===== src/hw/ppfs_pkg.sv =====
// ppfs_pkg: constants and pin function codes for the port pin function select block
// assumes: one clock domain, synchronous active-high reset, no register bus
package ppfs_pkg;
    // serial channel 2 mode field values
    localparam logic [2:0] SER_MODE_PORT    = 3'h0;
    localparam logic [2:0] SER_MODE_CLK_OUT = 3'h1;
    // reset values of registered outputs
    localparam logic       RST_PIN_LOW      = 1'h0;
    localparam logic [2:0] RST_FUNC         = 3'h0;

    // function reported per pin
    typedef enum logic [2:0] {
        PPFS_FN_IN,
        PPFS_FN_OUT,
        PPFS_FN_PERIPH_OUT,
        PPFS_FN_PERIPH_IN,
        PPFS_FN_OSC
    } ppfs_func_t;
endpackage : ppfs_pkg


===== src/hw/ppfs_mux.sv =====
// ppfs_mux: pin function multiplexer for port 3 bit 7, port 4 bits 3-5, port 6 bits 0 and 3-5
// assumes: pins arrive as input/output/output-enable triples; peripheral data and control bits
// come from logic on mclk; pin inputs pass two flip-flops before use.
// What this block does
// - p3.7 is general in/out by direction when timer A and F outputs are off
// - p3.7 drives timer A output, else timer F ch11 output when A disabled
// - sub-clock select 1, stop 0, fb-disable 0: buffer on, feedback resistor on
// - sub-clock select 1, stop 0, fb-disable 1: buffer on, resistor off
// - sub-clock select 1, stop 1: buffer off, resistor follows fb-disable
// - sub-clock external mode: p4.3 takes clock input, resistor follows fb-disable
// - in external mode p4.4 outputs inverse of sub-clock input
// - sub-clock select 0: pins are ports, buffer and resistor off
// - p4.3 pull-up active in input mode when its pull-up bit is 1
// - p4.5 feeds external interrupt 0 when enabled and direction is input
// - p4.5 pull-up active in input mode when its pull-up bit is 1
// - p6.0 drives timer E output when both selects 0 and enable 1
// - p6.0 and p6.3 pull-ups active in input mode via shared bit
// - p6.3 is general port at mode 000, serial transmit otherwise
// - serial transmit on p6.3 becomes open-drain when open-drain select is 1
// - p6.4 general port; serial receive taken from pin when direction 0
// - p6.4 and p6.5 pull-ups active in any input mode via shared bit
// - p6.5 drives timer E output when alternate select and enable are 1
// - p6.5 with alternate select 0 outputs serial clock at mode 001 and clock-direction 0, inputs it at clock-direction 1 and direction 0
module ppfs_mux (
    input  wire logic                mclk,
    input  wire logic                srst,
    // direction bits
    input  wire logic                port3_bit7_direction,
    input  wire logic                port4_bit3_direction,
    input  wire logic                port4_bit4_direction,
    input  wire logic                port4_bit5_direction,
    input  wire logic                port6_bit0_direction,
    input  wire logic                port6_bit3_direction,
    input  wire logic                port6_bit4_direction,
    input  wire logic                port6_bit5_direction,
    // port output data latches
    input  wire logic [6:0]          port_out_data,
    // peripheral selection and enables
    input  wire logic                timer_a_out_pin_select,
    input  wire logic                timer_a_output_enable,
    input  wire logic                timer_f_out_pin_select,
    input  wire logic                timer_f_out4_enable,
    input  wire logic                timer_e_pin_select,
    input  wire logic                timer_e_alt_pin_select,
    input  wire logic                timer_e_output_enable,
    input  wire logic                subclock_pin_select,
    input  wire logic                subclock_stop,
    input  wire logic                feedback_resistor_disable,
    input  wire logic                ext_irq0_enable,
    input  wire logic                serial_mode_bit2,
    input  wire logic                serial_mode_bit1,
    input  wire logic                serial_mode_bit0,
    input  wire logic                serial_clock_direction,
    input  wire logic                open_drain_select,
    input  wire logic                pullup_p4_low,
    input  wire logic                pullup_p4_high,
    input  wire logic                pullup_p6_low,
    input  wire logic                pullup_p6_high,
    // peripheral signals
    input  wire logic                timer_a_output,
    input  wire logic                timer_f_ch11_output,
    input  wire logic                timer_e_output,
    input  wire logic                serial2_transmit,
    input  wire logic                serial2_clock_out,
    // pins, order: p3.7 p4.3 p4.4 p4.5 p6.0 p6.3 p6.4 p6.5 (bit 0..7)
    input  wire logic [7:0]          pin_in,
    output logic      [7:0]          pin_out,
    output logic      [7:0]          pin_oe,
    output logic      [7:0]          pin_pullup,
    // values seen by peripherals and port read
    output logic      [7:0]          pin_level,
    output logic                     ext_irq0_input,
    output logic                     serial2_receive,
    output logic                     serial2_clock_in,
    output logic                     subclock_in,
    // oscillator circuit controls, then the function reported per pin
    output logic                     osc_buffer_on,
    output logic                     feedback_resistor_on,
    output ppfs_pkg::ppfs_func_t     pin_func [8]
);
    import ppfs_pkg::*;

    // how the pins are built:
    // every control and peripheral bit comes from logic on mclk, so it is read directly
    // every pin level comes from the board, so it passes two flip-flops before any use
    // all drive, enable and pull-up outputs are registered: one mclk after a control change
    // levels handed to peripherals are three mclk behind the pin (two sync stages, one output stage)
    //
    // pin index map used throughout this file:
    //   0: port 3 bit 7 (timer A / timer F channel 11 output)
    //   1: port 4 bit 3 (sub-clock input pin)
    //   2: port 4 bit 4 (sub-clock output pin)
    //   3: port 4 bit 5 (external interrupt 0)
    //   4: port 6 bit 0 (timer E output)
    //   5: port 6 bit 3 (serial 2 transmit)
    //   6: port 6 bit 4 (serial 2 receive)
    //   7: port 6 bit 5 (serial 2 clock / timer E alternate output)
    //
    // hazards and limits a user must know:
    // a timer enable set without its pin select leaves port 3 bit 7 undriven as an input;
    // software must not rely on the direction bit in that state
    // port 6 bit 5 has no output latch of its own and shares the port 6 bit 4 latch bit
    // open-drain transmit never drives high; the line needs a board pull-up to read as one
    // the sub-clock pins carry no pull-up while the oscillator owns them, so a floating
    // crystal pin is the board's concern
    // pull-ups are only ever enabled while the module does not drive the pin, so a pull-up
    // never fights the output stage

    logic [7:0] sync1_q;
    logic [7:0] sync2_q;
    logic [7:0] out_d;
    logic [7:0] oe_d;
    logic [7:0] pu_d;
    logic       osc_mode;
    logic       ext_clk_mode;
    logic [2:0] ser_mode;
    logic       tx_on;
    logic       clk_out_on;
    logic       clk_in_on;
    logic       te_alt_on;
    logic       ta_on;
    logic       tf_on;
    logic       te_on;
    ppfs_func_t func_d [8];

    assign ser_mode     = {serial_mode_bit2, serial_mode_bit1, serial_mode_bit0};
    assign osc_mode     = subclock_pin_select;
    assign ext_clk_mode = subclock_pin_select && !subclock_stop;
    assign ta_on        = timer_a_out_pin_select && timer_a_output_enable;
    assign tf_on        = timer_f_out_pin_select && timer_f_out4_enable && !timer_a_output_enable;
    assign te_on        = !timer_e_pin_select && !timer_e_alt_pin_select && timer_e_output_enable;
    assign te_alt_on    = timer_e_alt_pin_select && timer_e_output_enable;
    assign tx_on        = (ser_mode != SER_MODE_PORT);
    assign clk_out_on   = !timer_e_alt_pin_select && !serial_clock_direction
                          && (ser_mode == SER_MODE_CLK_OUT);
    assign clk_in_on    = !timer_e_alt_pin_select && serial_clock_direction
                          && !port6_bit5_direction;

    // two-stage synchroniser on every pin input
    always_ff @(posedge mclk) begin
        if (srst) begin
            sync1_q <= 8'h00;
            sync2_q <= 8'h00;
        end else begin
            sync1_q <= pin_in;
            sync2_q <= sync1_q;
        end
    end

    // per-pin drive, enable, pull-up and function selection
    // defaults leave every pin an undriven input with no pull-up, so any pin that
    // no branch claims stays harmless; each pin section below only overrides
    // the fields that its selected function needs
    always_comb begin
        out_d   = 8'h00;
        oe_d    = 8'h00;
        pu_d    = 8'h00;
        for (int i = 0; i < 8; i++) begin
            func_d[i] = PPFS_FN_IN;
        end
        // port 3 bit 7
        if (ta_on) begin
            out_d[0] = timer_a_output;
            oe_d[0]  = 1'b1;
            func_d[0] = PPFS_FN_PERIPH_OUT;
        end else if (tf_on) begin
            out_d[0] = timer_f_ch11_output;
            oe_d[0]  = 1'b1;
            func_d[0] = PPFS_FN_PERIPH_OUT;
        end else if (!timer_a_output_enable && !timer_f_out4_enable) begin
            out_d[0] = port_out_data[0];
            oe_d[0]  = port3_bit7_direction;
            func_d[0] = port3_bit7_direction ? PPFS_FN_OUT : PPFS_FN_IN;
        end
        // port 4 bits 3 and 4
        if (osc_mode) begin
            func_d[1] = PPFS_FN_OSC;
            func_d[2] = PPFS_FN_OSC;
            if (ext_clk_mode) begin
                out_d[2] = !sync2_q[1];
                oe_d[2]  = 1'b1;
            end
        end else begin
            out_d[1]  = port_out_data[1];
            oe_d[1]   = port4_bit3_direction;
            func_d[1] = port4_bit3_direction ? PPFS_FN_OUT : PPFS_FN_IN;
            pu_d[1]   = !port4_bit3_direction && pullup_p4_low;
            out_d[2]  = port_out_data[2];
            oe_d[2]   = port4_bit4_direction;
            func_d[2] = port4_bit4_direction ? PPFS_FN_OUT : PPFS_FN_IN;
        end
        // port 4 bit 5
        out_d[3]  = port_out_data[3];
        oe_d[3]   = port4_bit5_direction;
        pu_d[3]   = !port4_bit5_direction && pullup_p4_high;
        if (port4_bit5_direction) begin
            func_d[3] = PPFS_FN_OUT;
        end else if (ext_irq0_enable) begin
            func_d[3] = PPFS_FN_PERIPH_IN;
        end
        // port 6 bit 0
        if (te_on) begin
            out_d[4]  = timer_e_output;
            oe_d[4]   = 1'b1;
            func_d[4] = PPFS_FN_PERIPH_OUT;
        end else begin
            out_d[4]  = port_out_data[4];
            oe_d[4]   = port6_bit0_direction;
            func_d[4] = port6_bit0_direction ? PPFS_FN_OUT : PPFS_FN_IN;
            pu_d[4]   = !port6_bit0_direction && pullup_p6_low;
        end
        // port 6 bit 3
        if (tx_on) begin
            out_d[5]  = open_drain_select ? 1'b0 : serial2_transmit;
            oe_d[5]   = open_drain_select ? !serial2_transmit : 1'b1;
            func_d[5] = PPFS_FN_PERIPH_OUT;
        end else begin
            out_d[5]  = port_out_data[5];
            oe_d[5]   = port6_bit3_direction;
            func_d[5] = port6_bit3_direction ? PPFS_FN_OUT : PPFS_FN_IN;
            pu_d[5]   = !port6_bit3_direction && pullup_p6_low;
        end
        // port 6 bit 4
        out_d[6]  = port_out_data[6];
        oe_d[6]   = port6_bit4_direction;
        func_d[6] = port6_bit4_direction ? PPFS_FN_OUT : PPFS_FN_PERIPH_IN;
        pu_d[6]   = !port6_bit4_direction && pullup_p6_high;
        // port 6 bit 5
        // priority: timer E alternate output, then serial clock out, then serial
        // clock in, then plain port; the timer wins so a stray serial setting
        // cannot take the pin away from a running timer
        if (te_alt_on) begin
            out_d[7]  = timer_e_output;
            oe_d[7]   = 1'b1;
            func_d[7] = PPFS_FN_PERIPH_OUT;
        end else if (clk_out_on) begin
            out_d[7]  = serial2_clock_out;
            oe_d[7]   = 1'b1;
            func_d[7] = PPFS_FN_PERIPH_OUT;
        end else if (clk_in_on) begin
            func_d[7] = PPFS_FN_PERIPH_IN;
            pu_d[7]   = pullup_p6_high;
        end else begin
            out_d[7]  = port_out_data[6];
            oe_d[7]   = port6_bit5_direction;
            func_d[7] = port6_bit5_direction ? PPFS_FN_OUT : PPFS_FN_IN;
            pu_d[7]   = !port6_bit5_direction && pullup_p6_high;
        end
    end

    // registered pin drive and function report
    always_ff @(posedge mclk) begin
        if (srst) begin
            pin_out    <= 8'h00;
            pin_oe     <= 8'h00;
            pin_pullup <= 8'h00;
            for (int i = 0; i < 8; i++) begin
                pin_func[i] <= PPFS_FN_IN;
            end
        end else begin
            pin_out    <= out_d;
            pin_oe     <= oe_d;
            pin_pullup <= pu_d;
            for (int i = 0; i < 8; i++) begin
                pin_func[i] <= func_d[i];
            end
        end
    end

    // oscillator buffer and feedback resistor states
    // the buffer follows the stop bit and the resistor the feedback-disable bit,
    // both only while the sub-clock pins are selected; as ports both are off
    always_ff @(posedge mclk) begin
        if (srst) begin
            osc_buffer_on        <= RST_PIN_LOW;
            feedback_resistor_on <= RST_PIN_LOW;
        end else begin
            osc_buffer_on        <= osc_mode && !subclock_stop;
            feedback_resistor_on <= osc_mode && !feedback_resistor_disable;
        end
    end

    // input values delivered to peripherals
    // each peripheral input is forced low while its function is not selected,
    // so a peripheral never sees edges from a pin used for something else
    always_ff @(posedge mclk) begin
        if (srst) begin
            pin_level        <= 8'h00;
            ext_irq0_input   <= RST_PIN_LOW;
            serial2_receive  <= RST_PIN_LOW;
            serial2_clock_in <= RST_PIN_LOW;
            subclock_in      <= RST_PIN_LOW;
        end else begin
            pin_level        <= sync2_q;
            ext_irq0_input   <= ext_irq0_enable && !port4_bit5_direction && sync2_q[3];
            serial2_receive  <= !port6_bit4_direction && sync2_q[6];
            serial2_clock_in <= clk_in_on && sync2_q[7];
            subclock_in      <= ext_clk_mode && sync2_q[1];
        end
    end
endmodule : ppfs_mux


===== config.mk =====
export PLATFORM = sky130hd
export DESIGN_NAME = ppfs_mux
export DESIGN_NICKNAME = d
export VERILOG_FILES = /design/src/hw/ppfs_pkg.sv /design/src/hw/ppfs_mux.sv
export SDC_FILE = /design/constraint.sdc
export NUM_CORES = 1
export LEC_CHECK = 0
export BUFFER_PORTS_ARGS = -buffer_cell sky130_fd_sc_hd__buf_2
export CAP_MARGIN = 15
export CORE_UTILIZATION = 25
export DETAILED_ROUTE_END_ITERATION = 6
export GPL_TIMING_DRIVEN = 0
export SYNTH_ARGS = -nofsm -noshare
export SYNTH_HDL_FRONTEND = slang
export SYNTH_SLANG_ARGS = --single-unit

===== constraint.sdc =====
create_clock -name mclk -period 3.3 [get_ports mclk]
set_clock_uncertainty 0.2 [all_clocks]
set_input_delay 0.66 -clock mclk [delete_from_list [all_inputs] [get_ports mclk]]
set_output_delay 0.66 -clock mclk [all_outputs]
set_load 0.01 [all_outputs]

* After elaboration in Yosys (flattened, before gate mapping) *
Cells that the tools add are included.
Widths: inputs -> output; s select.

storage, ports and cells
  register bits after elaboration = 77

cells by class
  equal/unequal tests = 1
  multiplexer cells = 41
  bitwise operators = 1
  reductions and logical operators = 47

operators with widths
  operator            number
  $mux 1              31
  $logic_and 1x1->1   24
  $mux 2              9
  $logic_not 1->1     15
  $reduce_or 2->1     4
  $reduce_or 4->1     2
  $mux 6              1
  $eq 3x1->1 const B  1
  $reduce_bool 3->1   1
  $reduce_or 3->1     1
  $not 1->1           1

* Logic depth before layout (Yosys ltp) *
Gate-level depths: netlist of the first run.

  word-level depth = 6
  gate-level depth with buffers = 4

* Worst setup path after synthesis of the first run *
Ideal clock, no wire load.

  path kind = input to register
  from = input port timer_e_alt_pin_select
  to = register pin_out[7]
  setup time = 0.091 ns
  arrival time = 1.787 ns
  setup slack = 1.222 ns
  stages on the path = 3
  buffers on the path = 0
  cells stage by stage = or4b_4 > or3b_1 > a311oi_1

on the way
  cells in the longest elaborated chain, start to end = 6

RTL lines
  item                  line                              RTL
  start, declared       ppfs_mux.sv:44                    input wire logic timer_e_alt_pin_select,
  $logic_not 1->1       ppfs_mux.sv:134, ppfs_mux.sv:136
  $logic_and 1x1->1     ppfs_mux.sv:136                   assign clk_in_on = !timer_e_alt_pin_select && serial_clock_direction
  $logic_and 1x1->1     ppfs_mux.sv:137                   && !port6_bit5_direction;
  $mux 1                ppfs_mux.sv:240                   end else if (clk_in_on) begin
  $mux 1                ppfs_mux.sv:236                   end else if (clk_out_on) begin
  $mux 1 (*)            ppfs_mux.sv:232                   if (te_alt_on) begin
  end signal, assigned  ppfs_mux.sv:261                   pin_out <= out_d;
  end, declared         ppfs_mux.sv:67                    output logic [7:0] pin_out,

Mark *: on every way between the ends. The rest lies on a longest branch, timed or not.
A chain may end at the register's enable or synchronous reset.

* Worst setup path after layout of the first run *
Same ends and word-level chain as after synthesis.

==> impl_metrics.csv, run 1 <==
group,metric,value,unit
clock_tree,cts_made_buffers,9,
floorplan,boundaryPins,112,
clock_tree,ctsResizeCount,0,
global_route,grt_max_degree,13,
synthesis,ys_seq_area_frac,0.657,
pwr,p_switching,0.387,mW
worst_setup_path,critPathLaunchType,"primary input",
worst_setup_path,criticalPathCategory,"in -> reg",
floorplan,row_count,32,
pwr,power_density,576,nW/µm²
place,place_hpwl,3.27,mm
worst_setup_path,crit_chain,"buf_2 -> or4b_4 -> or3b_1 -> a311oi_1",
floorplan,die_area,8410,µm²
synthesis,netlist_top_cells_count,"66 x dfxtp_1, 29 x nor2b_1, 15 x nor2_1",
worst_setup_path,worstPathMaxFanout,5,
sta,fmax,518,MHz
final_layout,antennaDiodeCount,0,
synthesis,yosys.area.top_type_share,0.657,
global_route,grt_pass1_wl,7.07,mm
synthesis,synth_compound_area_frac,0.0348,
final_layout,nets,352,
synthesis,ys_types,29,
status,outcome,"finished clean",
hold_path,hold_depth,1,
floorplan,core,7770,µm²
pwr,power,1.66,mW
routing,ant_nets,0,
routing,drtIter0Drc,29,
worst_setup_path,required,3.34,ns
run,maxCapViolCount,0,
clock_tree,cts_sinks,66,
synthesis,ys_warn_count,0,
global_route,track_usage,0.115,
place,dp_slack,0.964,ns
clock_tree,root_buffer,"clkbuf_8",
synthesis,synth_edf_count,0,
pwr,p_sw_frac,0.233,
worst_setup_path,cp_slowest_stage_delay,0.54,ns
pwr,pwr-share-clk,0.406,
synthesis,yosys.area_share.xor_xnor,0,
floorplan,die_y,91.7,µm
synthesis,syn-instance-count,181,
synthesis,ys_ff_latch,66,
floorplan,initial_utilization,0.259,
pwr,p_int,1.27,mW
pwr,p_comb_frac,0.088,
sta,setup_slack,1.37,ns
worst_setup_path,reg2regPathDepth,3,
routing,drt-total-wl,4.49,mm
final_layout,areaGrowthSynthToFinish,43.3,%
synthesis,synthFlopType,"dfxtp_1",
sta,fin_tns_setup,0,ns
pwr,power_frac_seq,0.506,
clock_tree,cts_buffer_depth,2,
clock_tree,clock_latency,0.34,ns
sta,finalCritPeriodShare,0.585,
sta,worst_pin_slew,0.665,ns
final_layout,fill_cells,819,
worst_setup_path,critPathArrivalTime,1.97,ns
worst_setup_path,endpoint_kind,"register",
place,globalplace.congestion,0.783,
synthesis,yosys.area.top_type,"dfxtp_1",
clock_tree,cts_setup_buffers,0,
pwr,p_leak,1.43,nW
synthesis,async_flop_share,0,
synthesis,syn_avg_cell_area,11.1,µm²
clock_tree,cts_htree_levels,3,
synthesis,synth-simple-area-share,0.235,
sta,fin_crit,1.93,ns
clock_tree,cts_tree,"built",
routing,viasPerCell,3.86,
global_route,grt_pass1_vias,1457,
synthesis,yosysMostFrequentCell,"dfxtp_1",
global_route,gr-total-overflow,0,
routing,dr.pass1.iters,4,
clock_tree,cts_hold_buf,0,
synthesis,synth_top_family_by_area,"simple AND/OR/NAND/NOR gates",
routing,drc,0,
sta,rsz0062_at_grt,"false",
sta,setup_viol,0,
hold_path,hp-class,"reg -> reg",
pwr,peakVddDrop,0.160,mV
synthesis,syn_area,2010,µm²
routing,vias,1579,
sta,slew_violations,0,
routing,drt-wirelength-per-cell,11.0,µm
synthesis,synth_mux_area_frac,0.00995,
sta,hold_violations,0,
global_route,antenna_found_initial,0,
synthesis,synth-adder-area-share,0,
clock_tree,worst_setup_hold_path_clk_slew,0.08,ns
place,io_buffers,101,
worst_setup_path,critPathSlowestCell,"or4b_4",
final_layout,drive_gt1_frac,0.433,
synthesis,synth_area_leaders,"dfxtp_1 66%, nor2b_1 9.0%, buf_4 4.5%",
sta,slew_headroom,0.556,
floorplan,die_w,91.7,µm
## power groups by stage
| stage | Sequential (mW) | Clock, mW | Combinational, mW |
|---|---|---|---|
| floorplan | 0.872 | 0 | 0.0578 |
| global placement | 0.858 | 0 | 0.146 |
| finish | 0.839 | 0.674 | 0.145 |
| detailed placement | 0.858 | 0 | 0.147 |
| CTS | 0.840 | 0.702 | 0.148 |
| global route | 0.843 | 0.748 | 0.161 |
## cells by family (layout without fill, tap and decap cells)
family          Yosys count  count (layout)
compound gates           11              11
other cells               1              10
flops                    66              66
simple gates             80              80
mux                       2               2
buf+inv                  21             138
## cell type report
cell class / instances / area [µm²] / share of cell area
well taps: 102 / 128 / 0.0443
repair buffers: 101 / 505 / 0.175
flip-flops and latches: 66 / 1320 / 0.458
clock inverters: 6 / 66.3 / 0.0230
plain buffers: 17 / 109 / 0.0378
inverters: 4 / 15.0 / 0.00521
clock buffers: 10 / 138 / 0.0477
multi-input cells: 103 / 601 / 0.208
## registers in the layout (all words and copies together), names as in the netlist
name and count:
pin_out 8, pin_pullup 6, osc_buffer_on 1, sync2_q 8, serial2_receive 1, feedback_resistor_on 1
pin_func 14, pin_oe 8, sync1_q 8, pin_level 8, serial2_clock_in 1, subclock_in 1
ext_irq0_input 1
## per-layer routing
layer	global-route usage	share of wire
met3	0.0431	0.080
met4	0.0781	0.030
met5	0	0
met1	0.135	0.44
met2	0.173	0.45
## per-stage QoR
step	std cells	util	area (µm²)	hold WS, ns
floorplan	190	-	2050	0.214
global placement	393	0.345	2680	0.217
detailed placement	393	0.345	2680	0.223
CTS	409	0.371	2880	0.241
global route	409	0.371	2880	0.249
finish	409	0.371	2880	0.238
## worst paths after layout
path	from	to	slack, ns
min	sync2_q[0]	pin_level[0]	0.24
max reg2reg	sync2_q[1]	pin_out[2]	2.39
max	timer_e_alt_pin_select	pin_out[7]	1.37
min reg2reg	sync2_q[0]	pin_level[0]	0.24
## cell usage in the layout, fill, tap and decap left out
cell / count
a21o_1: 1
a21oi_1: 6
a311oi_1: 2
and2_1: 9
and3_1: 2
and4_1: 1
buf_1: 1
buf_2: 101
buf_4: 12
bufinv_16: 1
clkbuf_1: 4
clkbuf_8: 10
clkinv_2: 1
clkinv_4: 1
clkinvlp_4: 3
conb_1: 10
dfxtp_1: 66
inv_1: 4
mux2i_1: 2
nand2_1: 4
nand2b_1: 2
nand3_1: 2
nand3b_1: 2
nor2_1: 15
nor2b_1: 29
nor3_1: 3
nor3b_1: 3
nor4b_1: 2
o211ai_1: 1
o21a_1: 1
or2_2: 2
or3_1: 1
or3b_1: 1
or3b_2: 1
or4b_4: 1
## worst max-delay path, delay by kind of cell
kind / cells / cell delay (ns)
simple gates: 2 / 0.92
compound gates: 1 / 0.26
buf+inv: 1 / 0.13
Note: power is estimated with default switching activity, not from simulation.
==> inputs of run 2 (changes only) <==
==> constraint.sdc (replaced) <==
create_clock -name mclk -period 1.8 [get_ports mclk]
set_clock_uncertainty 0.2 [all_clocks]
set_input_delay 0.36 -clock mclk [delete_from_list [all_inputs] [get_ports mclk]]
set_output_delay 0.36 -clock mclk [all_outputs]
set_load 0.01 [all_outputs]
==> run 2 against run 1 <==
Effect of this change:
- worst setup slack lost 1.2 ns
- hold slack got worse by 0.22 ns
- critical path depth stayed put
- sequential cell count is the same
- largest power group unchanged
- critical path type unchanged
- largest cell class unchanged
- sequential power grew 84%
==> impl_metrics.csv, run 2 (synthesis results as in run 1) <==
group,metric,value,unit
status,outcome,"finished clean",
pwr,power_frac_seq,0.505,
clock_tree,cts_tree,"built",
pwr,pwr-share-clk,0.406,
place,globalplace.congestion,0.783,
pwr,peakVddDrop,0.294,mV
worst_setup_path,regToRegEndpoint,"pin_out[2]",
clock_tree,clock_latency,0.34,ns
routing,drc,0,
sta,rsz0062_at_grt,"false",
worst_setup_path,r2r-start,"sync2_q[1]",
worst_setup_path,endpoint_kind,"register",
sta,slew_violations,0,
floorplan,die_w,91.7,µm
place,io_buffers,101,
pwr,p_sw_frac,0.233,
sta,hold_violations,0,
pwr,p_int,2.34,mW
final_layout,nets,356,
final_layout,layout.cells.most_common_list,"101 x buf_2, 66 x dfxtp_1, 29 x nor2b_1, 15 x nor2_1, 12 x buf_4",
worst_setup_path,crit_chain,"buf_2 -> or4b_4 -> or3b_1 -> a311oi_1",
sta,setup_viol,0,
worst_setup_path,cp_slowest_stage_delay,0.54,ns
global_route,grt_pass1_wl,7.09,mm
final_layout,largest_reg_flops,14,
clock_tree,cts_hold_buf,4,
sta,fmax,613,MHz
routing,drtIter0Drc,33,
final_layout,regArea,1320,µm²
worst_setup_path,cp_num_buf_inv,1,
routing,vias,1589,
worst_setup_path,reg2regPathDepth,3,
hold_path,min_from,"port6_bit0_direction",
floorplan,boundaryPins,112,
clock_tree,ctsResizeCount,0,
pwr,power_density,1040,nW/µm²
final_layout,drive_gt1_frac,0.428,
routing,drt-wirelength-per-cell,10.9,µm
routing,viasPerCell,3.85,
pwr,p_comb_frac,0.090,
worst_setup_path,required,1.84,ns
worst_setup_path,reg2reg_slack,0.89,ns
clock_tree,cts_made_buffers,9,
clock_tree,cts_htree_levels,3,
global_route,track_usage,0.115,
hold_path,hp-class,"in -> reg",
floorplan,row_count,32,
sta,slew_headroom,0.556,
final_layout,layout_commonest_cell,"buf_2",
worst_setup_path,critPathArrivalTime,1.67,ns
sta,worst_pin_slew,0.666,ns
worst_setup_path,crit_family,"simple AND/OR/NAND/NOR gates",
place,place_hpwl,3.27,mm
global_route,grt_max_degree,13,
floorplan,initial_utilization,0.259,
global_route,gr-total-overflow,0,
clock_tree,root_buffer,"clkbuf_8",
global_route,grt_pass1_vias,1462,
floorplan,die_y,91.7,µm
hold_path,min_to,"pin_pullup[4]",
floorplan,die_area,8410,µm²
routing,ant_nets,0,
worst_setup_path,critPathLaunchType,"primary input",
clock_tree,worst_setup_hold_path_clk_slew,0.07,ns
sta,holdWs,0.0199,ns
worst_setup_path,criticalPathCategory,"in -> reg",
sta,fin_tns_setup,0,ns
worst_setup_path,critPathSlowestCell,"or4b_4",
final_layout,antennaDiodeCount,0,
worst_setup_path,worstPathMaxFanout,5,
sta,fin_crit,1.63,ns
hold_path,hold_depth,2,
place,dpl_cell_area,2680,µm²
floorplan,core,7770,µm²
clock_tree,cts_setup_buffers,0,
sta,finalCritPeriodShare,0.906,
final_layout,fill_cells,814,
routing,drt-total-wl,4.51,mm
final_layout,areaGrowthSynthToFinish,45.3,%
clock_tree,cts_buffer_depth,2,
pwr,p_leak,1.44,nW
routing,dr.pass1.iters,4,
final_layout,regMostFlops,"pin_func",
run,maxCapViolCount,0,
pwr,p_switching,0.710,mW
global_route,antenna_found_initial,0,
final_layout,multi_input_area,601,µm²
final_layout,stdcell_area,2920,µm²
clock_tree,cts_sinks,66,
-- run 2: cell type report --
type | count | share of cell area
buffer | 17 | 0.0372
clock buffer | 10 | 0.0471
tap | 102 | 0.0437
clock inverter | 6 | 0.0227
multi-input combinational | 103 | 0.205
timing repair buffer | 105 | 0.187
sequential | 66 | 0.452
inverter | 4 | 0.00514
-- run 2: power groups by stage --
stage                     logic (mW)  registers (mW)  clock network [mW]
after floorplan                0.106            1.60                   0
after global placement         0.267            1.57                   0
after detailed placement       0.270            1.57                   0
after CTS                      0.277            1.54                1.29
after global routing           0.302            1.55                1.37
final                          0.273            1.54                1.24
-- run 2: through the flow --
stage	util	instances	setup slack, ns	power (mW)
2_1_floorplan	-	190	0.0223	1.71
3_3_place_gp	0.345	393	-0.237	1.84
3_5_place_dp	0.345	393	-0.236	1.84
4_1_cts	0.376	413	0.136	3.10
5_1_grt	0.376	413	0.0392	3.22
6_report	0.376	413	0.169	3.05
-- run 2: worst register-to-register path: cells and delay by family (launching register included) --
family           cells  cell delay [ns]
muxes                1             0.13
DFF                  1             0.35
and+or+nand+nor      2             0.10
-- run 2: how the worst max path moves through the flow --
stage                           startpoint          end  slack (ns)  depth (start not counted)
detailed placement                    srst  pin_func[0]       -0.24                          4
floorplan           timer_e_alt_pin_select   pin_out[7]        0.02                          3
global route                          srst  pin_func[0]        0.04                          4
global placement                      srst  pin_func[0]       -0.24                          4
finish              timer_e_alt_pin_select   pin_out[7]        0.17                          4
CTS                                   srst  pin_func[0]        0.14                          4
-- run 2: routing by layer --
| metal | wire length, µm | GRT usage |
|---|---|---|
| met1 | 2010 | 0.135 |
| met5 | 0 | 0 |
| met4 | 135 | 0.0781 |
| met2 | 2020 | 0.174 |
| met3 | 347 | 0.0423 |
